[src/core/dacc_pkg.sv]
/*
 * Package for the two-channel eight-bit converter control block: register
 * offsets, reset values, field positions and settling timing.
 * Assumes a 10 MHz system clock and a 32-bit Avalon-MM register bus.
 */
package dacc_pkg;
	// ----------------------------------------------------------------
	// register map (byte addresses, one byte register each)
	// ----------------------------------------------------------------
	localparam int unsigned ADDR_W = 20;
	localparam logic [19:0] OFS_CODE_CH0 = 20'hFFF9C;
	localparam logic [19:0] OFS_CODE_CH1 = 20'hFFF9D;
	localparam logic [19:0] OFS_CONTROL = 20'hFFF9E;
	localparam logic [19:0] OFS_STANDBY_CTRL = 20'hEE01A;
	// ----------------------------------------------------------------
	// reset values and fields
	// ----------------------------------------------------------------
	localparam logic [7:0] RST_CODE = 8'h00;
	localparam logic [7:0] RST_CONTROL = 8'h1F;
	localparam logic [7:0] RST_STANDBY_CTRL = 8'hFE;
	localparam logic [7:0] CONTROL_RSVD_ONES = 8'h1F;
	localparam logic [7:0] STANDBY_RSVD_ONES = 8'hFE;
	localparam int unsigned BIT_OUT_EN_CH1 = 7;
	localparam int unsigned BIT_OUT_EN_CH0 = 6;
	localparam int unsigned BIT_JOINT_EN = 5;
	localparam int unsigned BIT_RETAIN_EN = 0;
	// ----------------------------------------------------------------
	// timing
	// ----------------------------------------------------------------
	localparam int unsigned CLK_PERIOD_NS = 100;
	localparam int unsigned CONV_TIME_NS = 10000;
	// longest time rounds down
	localparam int unsigned CONV_CYCLES = CONV_TIME_NS / CLK_PERIOD_NS;
	localparam int unsigned CNT_W = 8;
endpackage

[src/core/dacc_top.sv]
/*
 * Control logic of a two-channel eight-bit converter: code, control and
 * standby registers on Avalon-MM, conversion enables, settle timers and
 * pin direction. Assumes standby indications synchronous to clk_i.
 */
`timescale 1ns/100ps
`default_nettype none

module dacc_top #(
	parameter int unsigned CONV_CYC = dacc_pkg::CONV_CYCLES
) (
	input wire logic clk_i,
	input wire logic srst_i,
	input wire logic soft_standby_i,
	input wire logic hard_standby_i,
	input wire logic avs_read_i,
	input wire logic avs_write_i,
	input wire logic [dacc_pkg::ADDR_W-1:0] avs_address_i,
	input wire logic [31:0] avs_writedata_i,
	input wire logic [3:0] avs_byteenable_i,
	output logic [31:0] avs_readdata_o,
	output logic avs_waitrequest_o,
	output logic [7:0] analog_out_ch0_o,
	output logic [7:0] analog_out_ch1_o,
	output logic [1:0] pin_oe_o,
	output logic [1:0] convert_run_o,
	output logic [1:0] pending_o
);
	import dacc_pkg::*;

	// ----------------------------------------------------------------
	// state
	// ----------------------------------------------------------------
	typedef enum logic [1:0] {
		BUS_IDLE = 2'b01,
		BUS_ACK = 2'b10
	} dacc_bus_t;

	typedef struct packed {
		dacc_bus_t bus;
		logic [31:0] rdata;
		logic [1:0][7:0] code;
		logic [2:0] ctl;
		logic retain;
		logic soft_d;
		logic [1:0] run;
		logic [1:0][CNT_W-1:0] cnt;
		logic [1:0] pend;
		logic [1:0][7:0] level;
		logic [1:0] oe;
	} dacc_state_t;

	dacc_state_t st_ff;
	dacc_state_t nxt_st;

	function automatic logic [31:0] dacc_read(input dacc_state_t s, input logic [ADDR_W-1:0] a);
		logic [31:0] r;
		r = 32'h0000_0000;
		unique case (a)
			OFS_CODE_CH0: r = {24'h00_0000, s.code[0]};
			OFS_CODE_CH1: r = {24'h00_0000, s.code[1]};
			OFS_CONTROL: r = {24'h00_0000, s.ctl, CONTROL_RSVD_ONES[4:0]};
			OFS_STANDBY_CTRL: r = {24'h00_0000, STANDBY_RSVD_ONES[7:1], s.retain};
			default: r = 32'h0000_0000;
		endcase
		return r;
	endfunction

	logic [1:0] en_own;
	logic [1:0] run_req;
	logic standby_entry;
	logic keep_regs;
	logic do_wr;
	logic [1:0] code_wr;

	always_comb begin
		nxt_st = st_ff;
		// write taken in the cycle waitrequest is low, i.e. the ack cycle
		do_wr = (st_ff.bus == BUS_ACK) && avs_write_i && avs_byteenable_i[0];
		code_wr = 2'b00;
		unique case (st_ff.bus)
			BUS_IDLE: begin
				if (avs_read_i || avs_write_i) begin
					nxt_st.bus = BUS_ACK;
					nxt_st.rdata = dacc_read(st_ff, avs_address_i);
				end
			end
			BUS_ACK: begin
				nxt_st.bus = BUS_IDLE;
			end
		endcase
		if (do_wr) begin
			unique case (avs_address_i)
				OFS_CODE_CH0: begin
					nxt_st.code[0] = avs_writedata_i[7:0];
					code_wr[0] = 1'b1;
				end
				OFS_CODE_CH1: begin
					nxt_st.code[1] = avs_writedata_i[7:0];
					code_wr[1] = 1'b1;
				end
				OFS_CONTROL: nxt_st.ctl = avs_writedata_i[7:5];
				OFS_STANDBY_CTRL: nxt_st.retain = avs_writedata_i[BIT_RETAIN_EN];
				default: nxt_st.ctl = nxt_st.ctl;
			endcase
		end
		// standby entry: hardware standby always, software unless retained
		nxt_st.soft_d = soft_standby_i;
		standby_entry = soft_standby_i && !st_ff.soft_d;
		keep_regs = st_ff.retain;
		if (hard_standby_i || (standby_entry && !keep_regs)) begin
			nxt_st.code[0] = RST_CODE;
			nxt_st.code[1] = RST_CODE;
			nxt_st.ctl = RST_CONTROL[7:5];
		end
		if (hard_standby_i) begin
			nxt_st.retain = RST_STANDBY_CTRL[BIT_RETAIN_EN];
		end
		// enables from the next-state control so pins follow in one cycle
		en_own[1] = nxt_st.ctl[BIT_OUT_EN_CH1 - 5];
		en_own[0] = nxt_st.ctl[BIT_OUT_EN_CH0 - 5];
		if (soft_standby_i && !st_ff.retain) begin
			en_own = 2'b00;
		end
		if (hard_standby_i) begin
			en_own = 2'b00;
		end
		if (en_own == 2'b00) begin
			run_req = 2'b00;
		end else if (nxt_st.ctl[BIT_JOINT_EN - 5]) begin
			run_req = 2'b11;
		end else begin
			run_req = en_own;
		end
		nxt_st.run = run_req;
		// separate settle timer per channel
		for (int i = 0; i < 2; i++) begin
			if (!run_req[i]) begin
				nxt_st.pend[i] = 1'b0;
				nxt_st.cnt[i] = '0;
			end else if ((run_req[i] && !st_ff.run[i]) || code_wr[i]
				|| (nxt_st.code[i] != st_ff.code[i])) begin
				nxt_st.pend[i] = 1'b1;
				nxt_st.cnt[i] = CNT_W'(CONV_CYC - 1);
			end else if (st_ff.pend[i]) begin
				if (st_ff.cnt[i] == '0) begin
					nxt_st.pend[i] = 1'b0;
					nxt_st.level[i] = st_ff.code[i];
				end else begin
					nxt_st.cnt[i] = st_ff.cnt[i] - 1'b1;
				end
			end
			nxt_st.oe[i] = en_own[i];
		end
	end

	always_ff @(posedge clk_i) begin
		if (srst_i) begin
			st_ff.bus <= BUS_IDLE;
			st_ff.rdata <= 32'h0000_0000;
			st_ff.code <= {RST_CODE, RST_CODE};
			st_ff.ctl <= RST_CONTROL[7:5];
			st_ff.retain <= RST_STANDBY_CTRL[BIT_RETAIN_EN];
			st_ff.soft_d <= 1'b0;
			st_ff.run <= 2'b00;
			st_ff.cnt <= '0;
			st_ff.pend <= 2'b00;
			st_ff.level <= {RST_CODE, RST_CODE};
			st_ff.oe <= 2'b00;
		end else begin
			st_ff <= nxt_st;
		end
	end

	// ----------------------------------------------------------------
	// outputs
	// ----------------------------------------------------------------
	// level shown whether or not the pin drives; code/256 of reference is analog side
	assign analog_out_ch0_o = st_ff.level[0];
	assign analog_out_ch1_o = st_ff.level[1];
	assign pin_oe_o = st_ff.oe;
	assign convert_run_o = st_ff.run;
	assign pending_o = st_ff.pend;
	assign avs_readdata_o = st_ff.rdata;
	assign avs_waitrequest_o = (st_ff.bus != BUS_ACK);

	// ----------------------------------------------------------------
	// checks
	// ----------------------------------------------------------------
	no_conv_idle_a: assert property (@(posedge clk_i) disable iff (srst_i)
		(st_ff.ctl[2:1] == 2'b00) |-> (convert_run_o == 2'b00))
		else $error("conversion runs with both output enables clear");
	joint_run_a: assert property (@(posedge clk_i) disable iff (srst_i)
		(st_ff.ctl == 3'b011 && !soft_standby_i && !hard_standby_i && !$past(hard_standby_i) && !$past(soft_standby_i)
		&& $past(st_ff.ctl) == 3'b011) |-> (convert_run_o == 2'b11))
		else $error("joint enable did not run both converters");
	pin_own_a: assert property (@(posedge clk_i) disable iff (srst_i)
		(pin_oe_o[1] |-> st_ff.ctl[2]) and (pin_oe_o[0] |-> st_ff.ctl[1]))
		else $error("pin driven without its own output enable");
	rsvd_ctl_a: assert property (@(posedge clk_i) disable iff (srst_i)
		(!avs_waitrequest_o && $past(avs_address_i) == OFS_CONTROL && $past(avs_read_i))
		|-> (avs_readdata_o[4:0] == 5'h1F))
		else $error("control reserved bits not read as one");
	rsvd_sby_a: assert property (@(posedge clk_i) disable iff (srst_i)
		(!avs_waitrequest_o && $past(avs_address_i) == OFS_STANDBY_CTRL && $past(avs_read_i))
		|-> (avs_readdata_o[7:1] == 7'h7F))
		else $error("standby reserved bits not read as one");
	hard_clr_a: assert property (@(posedge clk_i) disable iff (srst_i)
		hard_standby_i |=> (st_ff.code == 16'h0000 && st_ff.retain == 1'b0 && pin_oe_o == 2'b00))
		else $error("hardware standby did not clear registers");
	retain_keep_a: assert property (@(posedge clk_i) disable iff (srst_i)
		(soft_standby_i && !st_ff.soft_d && st_ff.retain && !hard_standby_i && !avs_write_i)
		|=> (st_ff.code == $past(st_ff.code) && st_ff.ctl == $past(st_ff.ctl)))
		else $error("retained registers changed at standby entry");
	settle_time_a: assert property (@(posedge clk_i) disable iff (srst_i)
		(pending_o[0] && !$past(pending_o[0])) |-> pending_o[0] [*8])
		else $error("conversion settled too early");
	pin_release_a: assert property (@(posedge clk_i) disable iff (srst_i)
		(hard_standby_i || (soft_standby_i && !st_ff.retain)) |=> (pin_oe_o == 2'b00))
		else $error("pin still driven in standby");

	// ----------------------------------------------------------------
	// bus handshake checks
	// ----------------------------------------------------------------
	// one wait state always: a master that counts cycles still works
	ack_next_a: assert property (@(posedge clk_i) disable iff (srst_i)
		(avs_waitrequest_o && (avs_read_i || avs_write_i)) |=> !avs_waitrequest_o)
		else $error("request not answered after one wait state");

	ack_single_a: assert property (@(posedge clk_i) disable iff (srst_i)
		!avs_waitrequest_o |=> avs_waitrequest_o)
		else $error("waitrequest low for more than one cycle");

	rdata_upper_a: assert property (@(posedge clk_i) disable iff (srst_i)
		!avs_waitrequest_o |-> (avs_readdata_o[31:8] == 24'h00_0000))
		else $error("read data upper lanes not zero");

	// ----------------------------------------------------------------
	// register write checks
	// ----------------------------------------------------------------
	// a standby clear in the same cycle beats the write, so it is excluded
	code0_write_a: assert property (@(posedge clk_i) disable iff (srst_i)
		(!avs_waitrequest_o && avs_write_i && avs_byteenable_i[0] && avs_address_i == OFS_CODE_CH0
		&& !hard_standby_i && !(standby_entry && !keep_regs)) |=> (st_ff.code[0] == $past(avs_writedata_i[7:0])))
		else $error("channel 0 code write lost");

	code1_write_a: assert property (@(posedge clk_i) disable iff (srst_i)
		(!avs_waitrequest_o && avs_write_i && avs_byteenable_i[0] && avs_address_i == OFS_CODE_CH1
		&& !hard_standby_i && !(standby_entry && !keep_regs)) |=> (st_ff.code[1] == $past(avs_writedata_i[7:0])))
		else $error("channel 1 code write lost");

	ctl_write_a: assert property (@(posedge clk_i) disable iff (srst_i)
		(!avs_waitrequest_o && avs_write_i && avs_byteenable_i[0] && avs_address_i == OFS_CONTROL
		&& !hard_standby_i && !(standby_entry && !keep_regs)) |=> (st_ff.ctl == $past(avs_writedata_i[7:5])))
		else $error("control write lost");

	lane_refuse_a: assert property (@(posedge clk_i) disable iff (srst_i)
		(!avs_waitrequest_o && avs_write_i && !avs_byteenable_i[0] && !hard_standby_i && !standby_entry)
		|=> ($stable(st_ff.code) && $stable(st_ff.ctl) && $stable(st_ff.retain)))
		else $error("write with lane 0 disabled changed a register");

	unmapped_write_a: assert property (@(posedge clk_i) disable iff (srst_i)
		(!avs_waitrequest_o && avs_write_i && !hard_standby_i && !standby_entry
		&& avs_address_i != OFS_CODE_CH0 && avs_address_i != OFS_CODE_CH1
		&& avs_address_i != OFS_CONTROL && avs_address_i != OFS_STANDBY_CTRL)
		|=> ($stable(st_ff.code) && $stable(st_ff.ctl) && $stable(st_ff.retain)))
		else $error("write to unmapped address changed a register");

	// ----------------------------------------------------------------
	// standby checks
	// ----------------------------------------------------------------
	hard_ctl_a: assert property (@(posedge clk_i) disable iff (srst_i)
		hard_standby_i |=> (st_ff.ctl == RST_CONTROL[7:5] && convert_run_o == 2'b00))
		else $error("hardware standby did not reset control");

	soft_clear_a: assert property (@(posedge clk_i) disable iff (srst_i)
		(standby_entry && !keep_regs) |=> (st_ff.code == 16'h0000 && st_ff.ctl == RST_CONTROL[7:5]))
		else $error("standby entry did not clear codes and control");

	// only a bus write or hardware standby may move the retain bit
	retain_hold_a: assert property (@(posedge clk_i) disable iff (srst_i)
		(!hard_standby_i && !(!avs_waitrequest_o && avs_write_i)) |=> $stable(st_ff.retain))
		else $error("retain bit changed without a write");

	soft_keep_a: assert property (@(posedge clk_i) disable iff (srst_i)
		(soft_standby_i && st_ff.retain && !hard_standby_i) |=> (pin_oe_o == st_ff.ctl[2:1]))
		else $error("retained standby dropped the outputs");

	// ----------------------------------------------------------------
	// enable decode checks
	// ----------------------------------------------------------------
	pin_follow_a: assert property (@(posedge clk_i) disable iff (srst_i)
		(!soft_standby_i && !hard_standby_i) |=> (pin_oe_o == st_ff.ctl[2:1]))
		else $error("pin drive does not follow its output enable");

	run_own_a: assert property (@(posedge clk_i) disable iff (srst_i)
		!st_ff.ctl[0] |-> (convert_run_o == pin_oe_o))
		else $error("separate mode runs a converter without its enable");

	run_joint_a: assert property (@(posedge clk_i) disable iff (srst_i)
		(st_ff.ctl[0] && pin_oe_o != 2'b00) |-> (convert_run_o == 2'b11))
		else $error("joint mode did not run both converters");

	run_none_a: assert property (@(posedge clk_i) disable iff (srst_i)
		(pin_oe_o == 2'b00) |-> (convert_run_o == 2'b00))
		else $error("converter runs with no output enabled");

	chan_indep_a: assert property (@(posedge clk_i) disable iff (srst_i)
		(!st_ff.ctl[0] && !pin_oe_o[1]) |-> !pending_o[1])
		else $error("channel 1 settles while it is off");

	pend0_run_a: assert property (@(posedge clk_i) disable iff (srst_i)
		pending_o[0] |-> convert_run_o[0])
		else $error("channel 0 pending without conversion");

	pend1_run_a: assert property (@(posedge clk_i) disable iff (srst_i)
		pending_o[1] |-> convert_run_o[1])
		else $error("channel 1 pending without conversion");

	// ----------------------------------------------------------------
	// conversion checks
	// ----------------------------------------------------------------
	start0_pend_a: assert property (@(posedge clk_i) disable iff (srst_i)
		$rose(convert_run_o[0]) |-> pending_o[0])
		else $error("channel 0 started without settling");

	start1_pend_a: assert property (@(posedge clk_i) disable iff (srst_i)
		$rose(convert_run_o[1]) |-> pending_o[1])
		else $error("channel 1 started without settling");

	restart0_a: assert property (@(posedge clk_i) disable iff (srst_i)
		(convert_run_o[0] && !avs_waitrequest_o && avs_write_i && avs_byteenable_i[0]
		&& avs_address_i == OFS_CODE_CH0 && !soft_standby_i && !hard_standby_i) |=> pending_o[0])
		else $error("channel 0 code write did not restart conversion");

	restart1_a: assert property (@(posedge clk_i) disable iff (srst_i)
		(convert_run_o[1] && !avs_waitrequest_o && avs_write_i && avs_byteenable_i[0]
		&& avs_address_i == OFS_CODE_CH1 && !soft_standby_i && !hard_standby_i) |=> pending_o[1])
		else $error("channel 1 code write did not restart conversion");

	settle1_time_a: assert property (@(posedge clk_i) disable iff (srst_i)
		(pending_o[1] && !$past(pending_o[1])) |-> pending_o[1] [*8])
		else $error("channel 1 settled too early");

	// the level only moves when a settle completes, never mid-conversion
	level0_hold_a: assert property (@(posedge clk_i) disable iff (srst_i)
		$changed(analog_out_ch0_o) |-> $fell(pending_o[0]))
		else $error("channel 0 level changed outside a settle end");

	level1_hold_a: assert property (@(posedge clk_i) disable iff (srst_i)
		$changed(analog_out_ch1_o) |-> $fell(pending_o[1]))
		else $error("channel 1 level changed outside a settle end");

	level0_value_a: assert property (@(posedge clk_i) disable iff (srst_i)
		($fell(pending_o[0]) && convert_run_o[0]) |-> (analog_out_ch0_o == st_ff.code[0]))
		else $error("channel 0 settled to a wrong code");

	level1_value_a: assert property (@(posedge clk_i) disable iff (srst_i)
		($fell(pending_o[1]) && convert_run_o[1]) |-> (analog_out_ch1_o == st_ff.code[1]))
		else $error("channel 1 settled to a wrong code");
endmodule

`default_nettype wire

[config.mk]
export PLATFORM = sky130hd
export DESIGN_NAME = dacc_top
export DESIGN_NICKNAME = d
export VERILOG_FILES = /design/src/core/dacc_pkg.sv /design/src/core/dacc_top.sv
export SDC_FILE = /design/constraint.sdc
export NUM_CORES = 1
export LEC_CHECK = 0
export BUFFER_PORTS_ARGS = -buffer_cell sky130_fd_sc_hd__buf_2
export CAP_MARGIN = 25
export CORE_AREA = 2 2 98 100
export CTS_CLUSTER_DIAMETER = 200
export CTS_CLUSTER_SIZE = 25
export DETAILED_ROUTE_END_ITERATION = 10
export DIE_AREA = 0 0 100 102
export GPL_TIMING_DRIVEN = 0
export PLACE_DENSITY = 0.69
export SLEW_MARGIN = 5
export SYNTH_ARGS = -nofsm -noshare
export SYNTH_HDL_FRONTEND = slang
export SYNTH_SLANG_ARGS = --single-unit
[constraint.sdc]
create_clock -name clk_i -period 2.2 [get_ports clk_i]
set_clock_uncertainty 0.15 [all_clocks]
set_input_delay 0 -clock clk_i [delete_from_list [all_inputs] [get_ports clk_i]]
set_output_delay 0 -clock clk_i [all_outputs]
set_load 0.01 [all_outputs]
=== After elaboration in Yosys (flattened, before gate mapping) ===
Cells that the tools add are included.

* Register bits after elaboration: 93
* Logic and storage cells: 100

* $add $sub $neg: 2
* Equality and inequality tests: 12
* Muxes and demuxes: 28
* Bitwise logic cells: 6
* Reduce and logical (&&, ||, !) cells: 35

{| class="wikitable"
|+ Operators by type and width
! kind !! count
|-
| == test 20 bit, second input constant || 4
|-
| 2-to-1 mux 7 bit || 6
|-
| 2-to-1 mux 34 bit || 1
|-
| one-hot mux 8 bit (4 select lines) || 1
|-
| 2-to-1 mux 20 bit || 1
|-
| 2-to-1 mux 19 bit || 1
|-
| zero test 8 bit || 2
|-
| 2-to-1 mux 8 bit || 2
|-
| inequality test 8 bit || 2
|-
| subtractor 8 x 1 -> 8 bit, second input constant || 2
|-
| AND reduction 2 bit || 6
|-
| 2-to-1 mux 2 bit || 5
|-
| 2-to-1 mux 1 bit || 9
|-
| inequality test 2 bit, second input constant || 4
|-
| AND reduction 4 bit || 2
|-
| logical AND 1 bit || 7
|-
| logical OR 1 bit || 6
|-
| NOT 1 bit || 6
|-
| OR reduction 2 bit || 3
|-
| OR reduction 3 bit || 2
|-
| zero test 1 bit || 4
|-
| one-hot mux 2 bit (2 select lines) || 1
|-
| nonzero test 2 bit || 2
|-
| 2-to-1 mux 3 bit || 1
|-
| other kinds (3) || 3
|}

=== Depth between registers and ports, before layout ===
Gate-level depths: netlist (run 1).

* Word-level depth: 14
* Gate-level depth with buffers: 8

=== Worst setup path before layout (run 1) ===
No wires, ideal clock.

* Path type: register -> register
* Start point: reg st_ff[23] (netlist name)
* End point: reg st_ff, in the netlist analog_out_ch0_o[0]
* Arrival: 1.743 ns
* Slack: 0.236 ns
* Cell stages (with the launch flop): 7
* Period minus slack after synthesis: 1.964 ns
* Path through: dfxtp_1 -> or3_4 -> or4_4 -> nor2_1 -> and3_1 -> buf_6 -> mux2i_1

* Longest elaborated chain between the ends: 2

{| class="wikitable"
|+ Ends and longest elaborated chain
! what !! RTL line !! text
|-
| start: declaration || dacc_top.sv:53 || <nowiki>dacc_state_t st_ff;</nowiki>
|-
| start signal: assignment || dacc_top.sv:171 || <nowiki>st_ff <= nxt_st;</nowiki>
|-
| zero test 8 bit || dacc_top.sv:146 || <nowiki>if (st_ff.cnt[i] == '0) begin</nowiki>
|-
| AND reduction 4 bit (no line) || n/a ||
|}

No other way between the ends.
A chain may end at the register's enable or synchronous reset.

=== Worst setup path after layout (run 1) ===
* Start point: reg st_ff[23] (netlist name)
* End point: reg st_ff, in the netlist analog_out_ch0_o[7]

The elaborated chain is that of the path after synthesis.

==> impl_summary.md, run 1 <==
Logic synthesis
The number of synthesized flops with an enable pin is 0. For this run, asynchronously set or reset flops after synthesis account for 0%. Synthesis instantiated 45 different standard cells from the library. The cell area that synthesis handed to floorplanning was ~3600 um^2.

The fraction of synthesized cell area taken by the top area cell type is between 30% and 40%. By count the netlist is led by 69 x dfxtp_1, 57 x buf_4, 48 x nor2_1. The flip-flop and latch count after synthesis is 69. For this run, the register share of the synthesized area comes to between 30% and 40%. The gate count after technology mapping is roughly 430. The dominant cell by count in the synthesized netlist is dfxtp_1. The per-instance average area after synthesis is ~8.4 um^2. dfxtp_1 takes more of the synthesized area than any other cell.

Yosys attributes the largest share of cell area to dfxtp_1 38%, buf_4 12%, mux2i_1 8.1%, nand2b_1 6.8%, a21oi_1 5.0%. Among all flip-flop cells after synthesis, the most frequent one is dfxtp_1. Yosys printed 0 warnings.

Worst setup path
The nature of the critical path endpoint is a flop. For the worst setup path, the data required time is 2.33 ns. Along the worst path, the maximum fanout reaches 8. The startpoint type of the worst setup path is a flop. The data arrival time of the critical path is approximately 2.2 ns. The setup path with the least slack is of type reg -> reg. The beginning of the critical path is st_ff[23]$_SDFFE_PP0P_. The launching point of the worst reg2reg path is st_ff[23]$_SDFFE_PP0P_.

Placed design
The routability congestion estimate is 0.888. Detailed placement ended at an HPWL of roughly 6200 um. During placement, the flow inserted port buffers numbering 64.

Timing
The highest attainable clock frequency is ~480 MHz. Setup violations remaining at the end of the flow were counted as 0. The relative slew slack is 54.7%. The routed design could run at a clock period as short as ~2.1 ns. The worst path uses between 90% and 100% of the clock period. Setup repair after global routing left no endpoint under its margin. The final setup TNS is 0 ns. The number of max-slew violations in the final report is 0. The number of hold violations in the final report is 0. At the pin with the least slew margin, the transition time is about 0.67 ns.

Cells and area
The area overhead of the layout relative to synthesis is 25.9%. The number of inserted diodes is 0. Cells fill between 40% and 50% of the core in the end. In the final layout, the share of cells above drive strength 1 is between 20% and 30%.

At the end of the flow, the number of nets in the layout was 607.

Clocking
The clock tree from TritonCTS is done. The deepest level of the CTS H-tree is 3. The source-to-sink clock delay at the later pin of the worst-skew pair is 0.35 ns. Counting the buffers created by CTS gives 9. The sink count of the clock tree is between 60 and 70.

The maximum number of buffers from clock root to sink is 2. The cell at the root of the clock tree is clkbuf_8. After clock tree synthesis, the clock-pin slew on the worst setup and hold paths is 0.08 ns.

Hold path
In this run the worst hold path is classified as in -> reg. The startpoint of the worst hold path is avs_address_i[9].

Floorplanning
approximately 120 I/O pins were placed. The die is roughly 100 um wide. The die area is around 10000 um^2. After floorplanning, the core was sized to cover slightly above 9000 um^2. The floorplan step set the die height to 102 um. The initial cell density of the core is 39.5%. The number of placement rows is 35.

Status
The run finished with clean final reports.

Global routing
The number of global-route vias before repair is 2858. The initial antenna violation count came to 0. The wire length of the first global-routing pass is between 10000 and 15000 um.

The pin count of the biggest net entering global routing is 14. The overflow left after global routing is 0. Global routing consumed, over all layers together, around 16% of the routing resources.

Routing
In this run the remaining antenna-violating nets after routing total 0. In the routed design, unresolved DRC markers number 0. The iteration count of the initial detailed-routing pass is 4. Using the TritonRoute via totals, the vias-per-cell ratio works out to about 4.7. The count of routing violations after the opening detailed-route iteration is about 150.

The routed wire length per instance is ~12 um. The total detailed-routing wirelength is about 8000 um. The final route contains slightly above 3k vias.

Flow run
Max-cap violations in this run came to 0.

Power and ir drop
IR analysis of the VDD net gives a maximum drop of approximately 0.26 mV. In this run the static leakage power is approximately 1.9 nW. Dividing total power by cell area gives a power density of a little under 600 nW/um^2.
-- flip-flops by register name, indices dropped and copies added (netlist names) --
signal	count
pin_oe_o	2
analog_out_ch1_o	8
keep_regs	1
convert_run_o	2
analog_out_ch0_o	8
avs_readdata_o	8
pending_o	2
st_ff	38
-- worst max-delay path, stage by stage (launching register included) --
cell and delay (ns):
dfxtp_1 0.35, or3_4 0.38, or4_4 0.51, nor2_1 0.11
and3_1 0.17, buf_6 0.16, mux2i_1 0.18
-- final timing paths --
path | cells after the start | endpoint | slack, ns
hold reg to reg | 2 | analog_out_ch1_o[5]$_SDFFE_PP0P_ | 0.33
setup reg to reg | 6 | analog_out_ch0_o[7]$_SDFFE_PP0P_ | 0.12
hold / removal | 6 | avs_readdata_o[0]$_SDFFE_PP0P_ | 0.03
setup / recovery | 6 | analog_out_ch0_o[7]$_SDFFE_PP0P_ | 0.12
-- final cells by class --
type / count / area [um^2]
Timing Repair Buffer: 80 / 475
Sequential cell: 69 / 1380
Fill cell: 882 / 4580
Buffer: 68 / 479
Tap cell: 111 / 139
Clock inverter: 7 / 98.8
Inverter: 10 / 37.5
Multi-Input combinational cell: 304 / 1790
Clock buffer: 9 / 124
-- repair_timing --
item	in CTS	in global routing
endpoints found under the hold margin	26	0
resized for setup	0	1
setup buffers	0	2
endpoints found under the setup margin	0	20
hold buffers	14	0
-- cell usage in the layout, fill, tap and decap left out, drive strengths merged, types with 2 or more instances in the layout --
| cell | netlist | routed |
|---|---|---|
| a21oi | 36 | 36 |
| a31oi | 3 | 3 |
| and2 | 2 | 2 |
| and3 | 5 | 5 |
| buf | 61 | 127 |
| bufinv | 0 | 2 |
| clkbuf | 7 | 16 |
| clkinvlp | 0 | 4 |
| conb | 1 | 24 |
| dfxtp | 69 | 69 |
| dlygate4sd3 | 0 | 14 |
| ha | 3 | 3 |
| inv | 10 | 11 |
| mux2i | 29 | 29 |
| nand2 | 34 | 34 |
| nand2b | 39 | 39 |
| nand3 | 4 | 4 |
| nand4 | 5 | 5 |
| nand4b | 2 | 2 |
| nor2 | 50 | 50 |
| nor2b | 4 | 4 |
| nor3 | 14 | 14 |
| nor4 | 6 | 6 |
| o21ai | 10 | 10 |
| or3 | 5 | 5 |
| or4 | 6 | 6 |
| xnor2 | 8 | 8 |
| xor2 | 6 | 6 |
-- logic make-up (layout without fill, tap and decap cells) --
group                    after synthesis  in the layout  share of synthesized area (%)
adder cells (fa/ha/maj)                3              3                           1.04
flip-flops                            69             69                           38.4
buffers and inverters                 78            174                           14.4
multiplexers                          29             29                           8.08
AND/OR/NAND/NOR                      180            180                           26.5
XOR/XNOR                              14             14                           3.41
other                                  1             24                          0.104
AO/OA/AOI/OAI                         54             54                           8.04
-- power breakdown --
group / internal [mW] / total (mW) / leakage [nW] / switching (mW)
logic: 0.120 / 0.239 / 1.28 / 0.119
clock network: 0.641 / 1.15 / 0.0981 / 0.510
registers: 1.26 / 1.27 / 0.558 / 0.00870
-- stage by stage --
stage / power [mW] / worst slack [ns] / cell area, um^2 / hold slack [ns] / std cells
3_5_place_dp: 1.52 / 0.0411 / 4140 / 0.0984 / 626
3_3_place_gp: 1.51 / 0.0614 / 4140 / 0.0951 / 626
2_1_floorplan: 1.45 / 0.236 / 3680 / -0.0707 / 451
6_report: 2.66 / 0.121 / 4530 / 0.0257 / 658
4_1_cts: 2.68 / 0.0166 / 4500 / 0.0194 / 656
5_1_grt: 2.77 / 0.0109 / 4530 / 0.0892 / 658
-- routing by layer --
layer	vias up	global-route usage (%)	part of all wire, %
li1	1598	-	-
met1	1355	20.4	45
met2	107	27.8	47
met3	7	3.42	6.8
met4	0	5.69	1.4
met5	-	0	0
Power figures use the tool's default switching activity.
==> inputs of run 2 (changes only) <==
--- a/config.mk
+++ b/config.mk
@@ -9,3 +9,3 @@
 export CAP_MARGIN = 25
-export CORE_AREA = 2 2 98 100
+export CORE_AREA = 2 2 87 89
 export CTS_CLUSTER_DIAMETER = 200
@@ -13,5 +13,5 @@
 export DETAILED_ROUTE_END_ITERATION = 10
-export DIE_AREA = 0 0 100 102
+export DIE_AREA = 0 0 89 91
 export GPL_TIMING_DRIVEN = 0
-export PLACE_DENSITY = 0.69
+export PLACE_DENSITY = 0.83
 export SLEW_MARGIN = 5
==> constraint.sdc (replaced) <==
create_clock -name clk_i -period 2.2 [get_ports clk_i]
set_clock_uncertainty 0.15 [all_clocks]
set_input_delay 0.22 -clock clk_i [delete_from_list [all_inputs] [get_ports clk_i]]
set_output_delay 0.22 -clock clk_i [all_outputs]
set_load 0.01 [all_outputs]
==> impl_summary.md, run 2 (synthesized netlist as in run 1, its figures left out) <==
Power and ir drop
The leakage power summed over all cells is 1.93 nW (was 1.94 nW). The power per cell area is 561 nW/um^2 (was 588 nW/um^2). The total power is 2.50 mW (was 2.66 mW). The worst-case vdd ir drop is 0.438 mV (was 0.259 mV).

Worst setup path
The startpoint type of the worst setup path is a flop (unchanged). The maximum net fanout on the critical path is 8 (unchanged). The nature of the critical path endpoint is a flop (unchanged). The data arrival time of the critical path is 2.23 ns (was 2.21 ns). The category of the most critical setup path is reg -> reg (unchanged). The beginning of the critical path is st_ff[25]$_SDFFE_PP0P_ (was st_ff[23]$_SDFFE_PP0P_).

The launching point of the worst reg2reg path is st_ff[25]$_SDFFE_PP0P_ (was st_ff[23]$_SDFFE_PP0P_). The data required time at the worst endpoint is 2.32 ns (was 2.33 ns).

Clocking
The maximum number of buffers from clock root to sink came to 2 (unchanged). The source-to-sink clock delay at the later pin of the worst-skew pair came to 0.36 ns (was 0.35 ns). The deepest level of the CTS H-tree came to 3 (unchanged).

The clock tree from TritonCTS is done (unchanged). The number of buffers added by the clock tree synthesis step is 9 (unchanged). The cell at the root of the clock tree is clkbuf_8 (unchanged). The clock-pin slew of the registers on the worst-case setup and hold paths came to 0.08 ns (about the same). The sink count of the clock tree was 69 (unchanged).

Floorplanning
The die boundary height is 91 um (was 102 um). The number of placement rows was 31 (was 35). The core region area is 7140 um^2 (was 9110 um^2). The count of boundary I/O pins came to 117 (unchanged). The width of the die is 89 um (was 100 um). The initial cell density of the core was 50.4% (was 39.5%). The die area came to 8100 um^2 (was 10200 um^2).

Placed design
The total cell area at the placement stage is 4120 um^2 (was 4140 um^2). The post-DP HPWL came to 6080 um (was 6180 um). The placed cell count came to 614 (was 626).

The number of I/O port buffers is 64 (unchanged). The routability congestion estimate is 0.895 (was 0.888).

Routing
The iteration count of the initial detailed-routing pass is 4 (unchanged). The total number of vias is 3160 (was 3067). The remaining number of nets flagged by the antenna check after routing is 0 (unchanged).

The detailed-route DRC error count was 0 (unchanged). The total detailed-routing wirelength came to 8080 um (was 8050 um). The routed wire length per instance came to 12.6 um (was 12.2 um).

The count of routing violations after the opening detailed-route iteration came to 226 (was 154). The mean number of vias per cell is 4.91 (was 4.66).

Flow run
The count of maximum capacitance violations is 0 (unchanged).

Global routing
The overflow left after global routing was 0 (unchanged). The pin count of the biggest net entering global routing was 12 (was 14). The initial antenna violation count is 0 (unchanged).

The number of global-route vias before repair is 2997 (was 2858). The combined global-route utilization of all metal layers came to 20.4% (was 16.2%). The wire length of the first global-routing pass came to 13200 um (about the same).

Cells and area
The number of inserted diodes came to 0 (unchanged). The post-layout instance area is 4450 um^2 (was 4530 um^2). The flip-flop count of the largest register after layout is 38 (unchanged). The most common cell after layout, fill and taps aside is dfxtp_1 (unchanged). The number of fillers in the final layout was 634 (was 882). Leading cell types in the layout, fill and taps excluded: 68 x dfxtp_1, 66 x buf_2, 62 x buf_4 (was 69 x dfxtp_1, 66 x buf_2, 59 x buf_4). The fraction of layout instances using a drive strength above 1 came to 28.5% (was 27.6%). The final instance count without filler cells came to 643 (was 658). The area overhead of the layout relative to synthesis is 23.7% (was 25.9%).

The most flop-heavy register is st_ff (unchanged). The number of nets in the layout is 604 (was 607).

Hold path
The startpoint of the worst hold path is avs_writedata_i[6] (was avs_address_i[9]). The type of the tightest min-delay check is in -> reg (unchanged).

Timing
Setup repair after global routing missed its margin: no (unchanged). The highest attainable clock frequency was 475 MHz (was 481 MHz). The relative slew slack is 63.4% (was 54.7%). The number of hold violations in the final report is 0 (unchanged). The final setup TNS came to 0 ns (unchanged). The actual transition at the worst max-transition pin is 0.547 ns (was 0.673 ns).

The total setup violations reported at the end of the flow came to 0 (unchanged). The share of the clock period used by the worst path after layout is 95.7% (was 94.5%). The number of max-slew violations in the final report came to 0 (unchanged). The clock period minus final worst setup slack came to 2.11 ns (was 2.08 ns).

Status
Result of the run: finished, final reports clean (unchanged).
-- run 2: changes by cell type in the layout (fill, tap and decap cells not counted), sizes merged --
cell / previous run / this run
bufinv: 2 / 1
dlygate4sd3: 14 / 8
clkinvlp: 4 / 0
clkbuf: 16 / 20
clkinv: 0 / 3
inv: 11 / 10
buf: 127 / 129
-- run 2: critical path: stages, from the launching register on --
cell and delay, ns:
dfxtp_1 0.32, or3_4 0.40, or4_4 0.52, nor2_1 0.11
and3_1 0.17, buf_6 0.15, mux2i_1 0.20
-- run 2: per-layer routing --
metal  up-vias  global-route usage [%]  routed length [um]
met3        20                    3.00                 530
li1       1587                       -                   -
met2       126                    34.1                3990
met1      1427                    25.4                3370
met5         -                       0                   0
met4         0                    9.33                 184
-- run 2: timing repair --
action                                  CTS  global route
gates resized for setup                   0             5
hold buffers                              8             0
endpoints found under the setup margin    0            33
buffers inserted                          0             5
hold endpoints to repair                 11             0
-- run 2: cell type report --
class / instances / area (um^2) / area share [%]
timing repair buffer: 77 / 438 / 9.85
multi-input combinational: 304 / 1800 / 40.5
clock inverter: 4 / 48.8 / 1.10
inverter: 10 / 37.5 / 0.844
sequential: 69 / 1380 / 31.1
buffer: 68 / 480 / 10.8
tap: 99 / 124 / 2.79
clock buffer: 12 / 135 / 3.04
-- run 2: worst paths after layout --
| kind | slack, ns | cells past startpoint | to |
|---|---|---|---|
| max | 0.09 | 6 | analog_out_ch0_o[0]$_SDFFE_PP0P_ |
| min | 0.009 | 3 | st_ff[57]$_SDFF_PP0_ |
| max reg2reg | 0.09 | 6 | analog_out_ch0_o[0]$_SDFFE_PP0P_ |
| min reg2reg | 0.32 | 2 | analog_out_ch0_o[4]$_SDFFE_PP0P_ |
-- run 2: power by group --
part | leakage [nW] | switching [mW] | internal, mW
Clock | 0.0943 | 0.465 | 0.523
Sequential | 0.558 | 0.00890 | 1.26
Combinational | 1.27 | 0.120 | 0.115
Total | 1.93 | 0.594 | 1.90
-- run 2: stage by stage --
step                utilization (%)  setup WS [ns]  hold slack [ns]
finish                         62.3         0.0945          0.00925
global route                   62.3        0.00961           0.0149
CTS                            61.5         0.0220          0.00374
detailed placement             57.8         0.0556            0.313
global placement               57.8          0.106            0.314
floorplan                         -          0.236            0.149
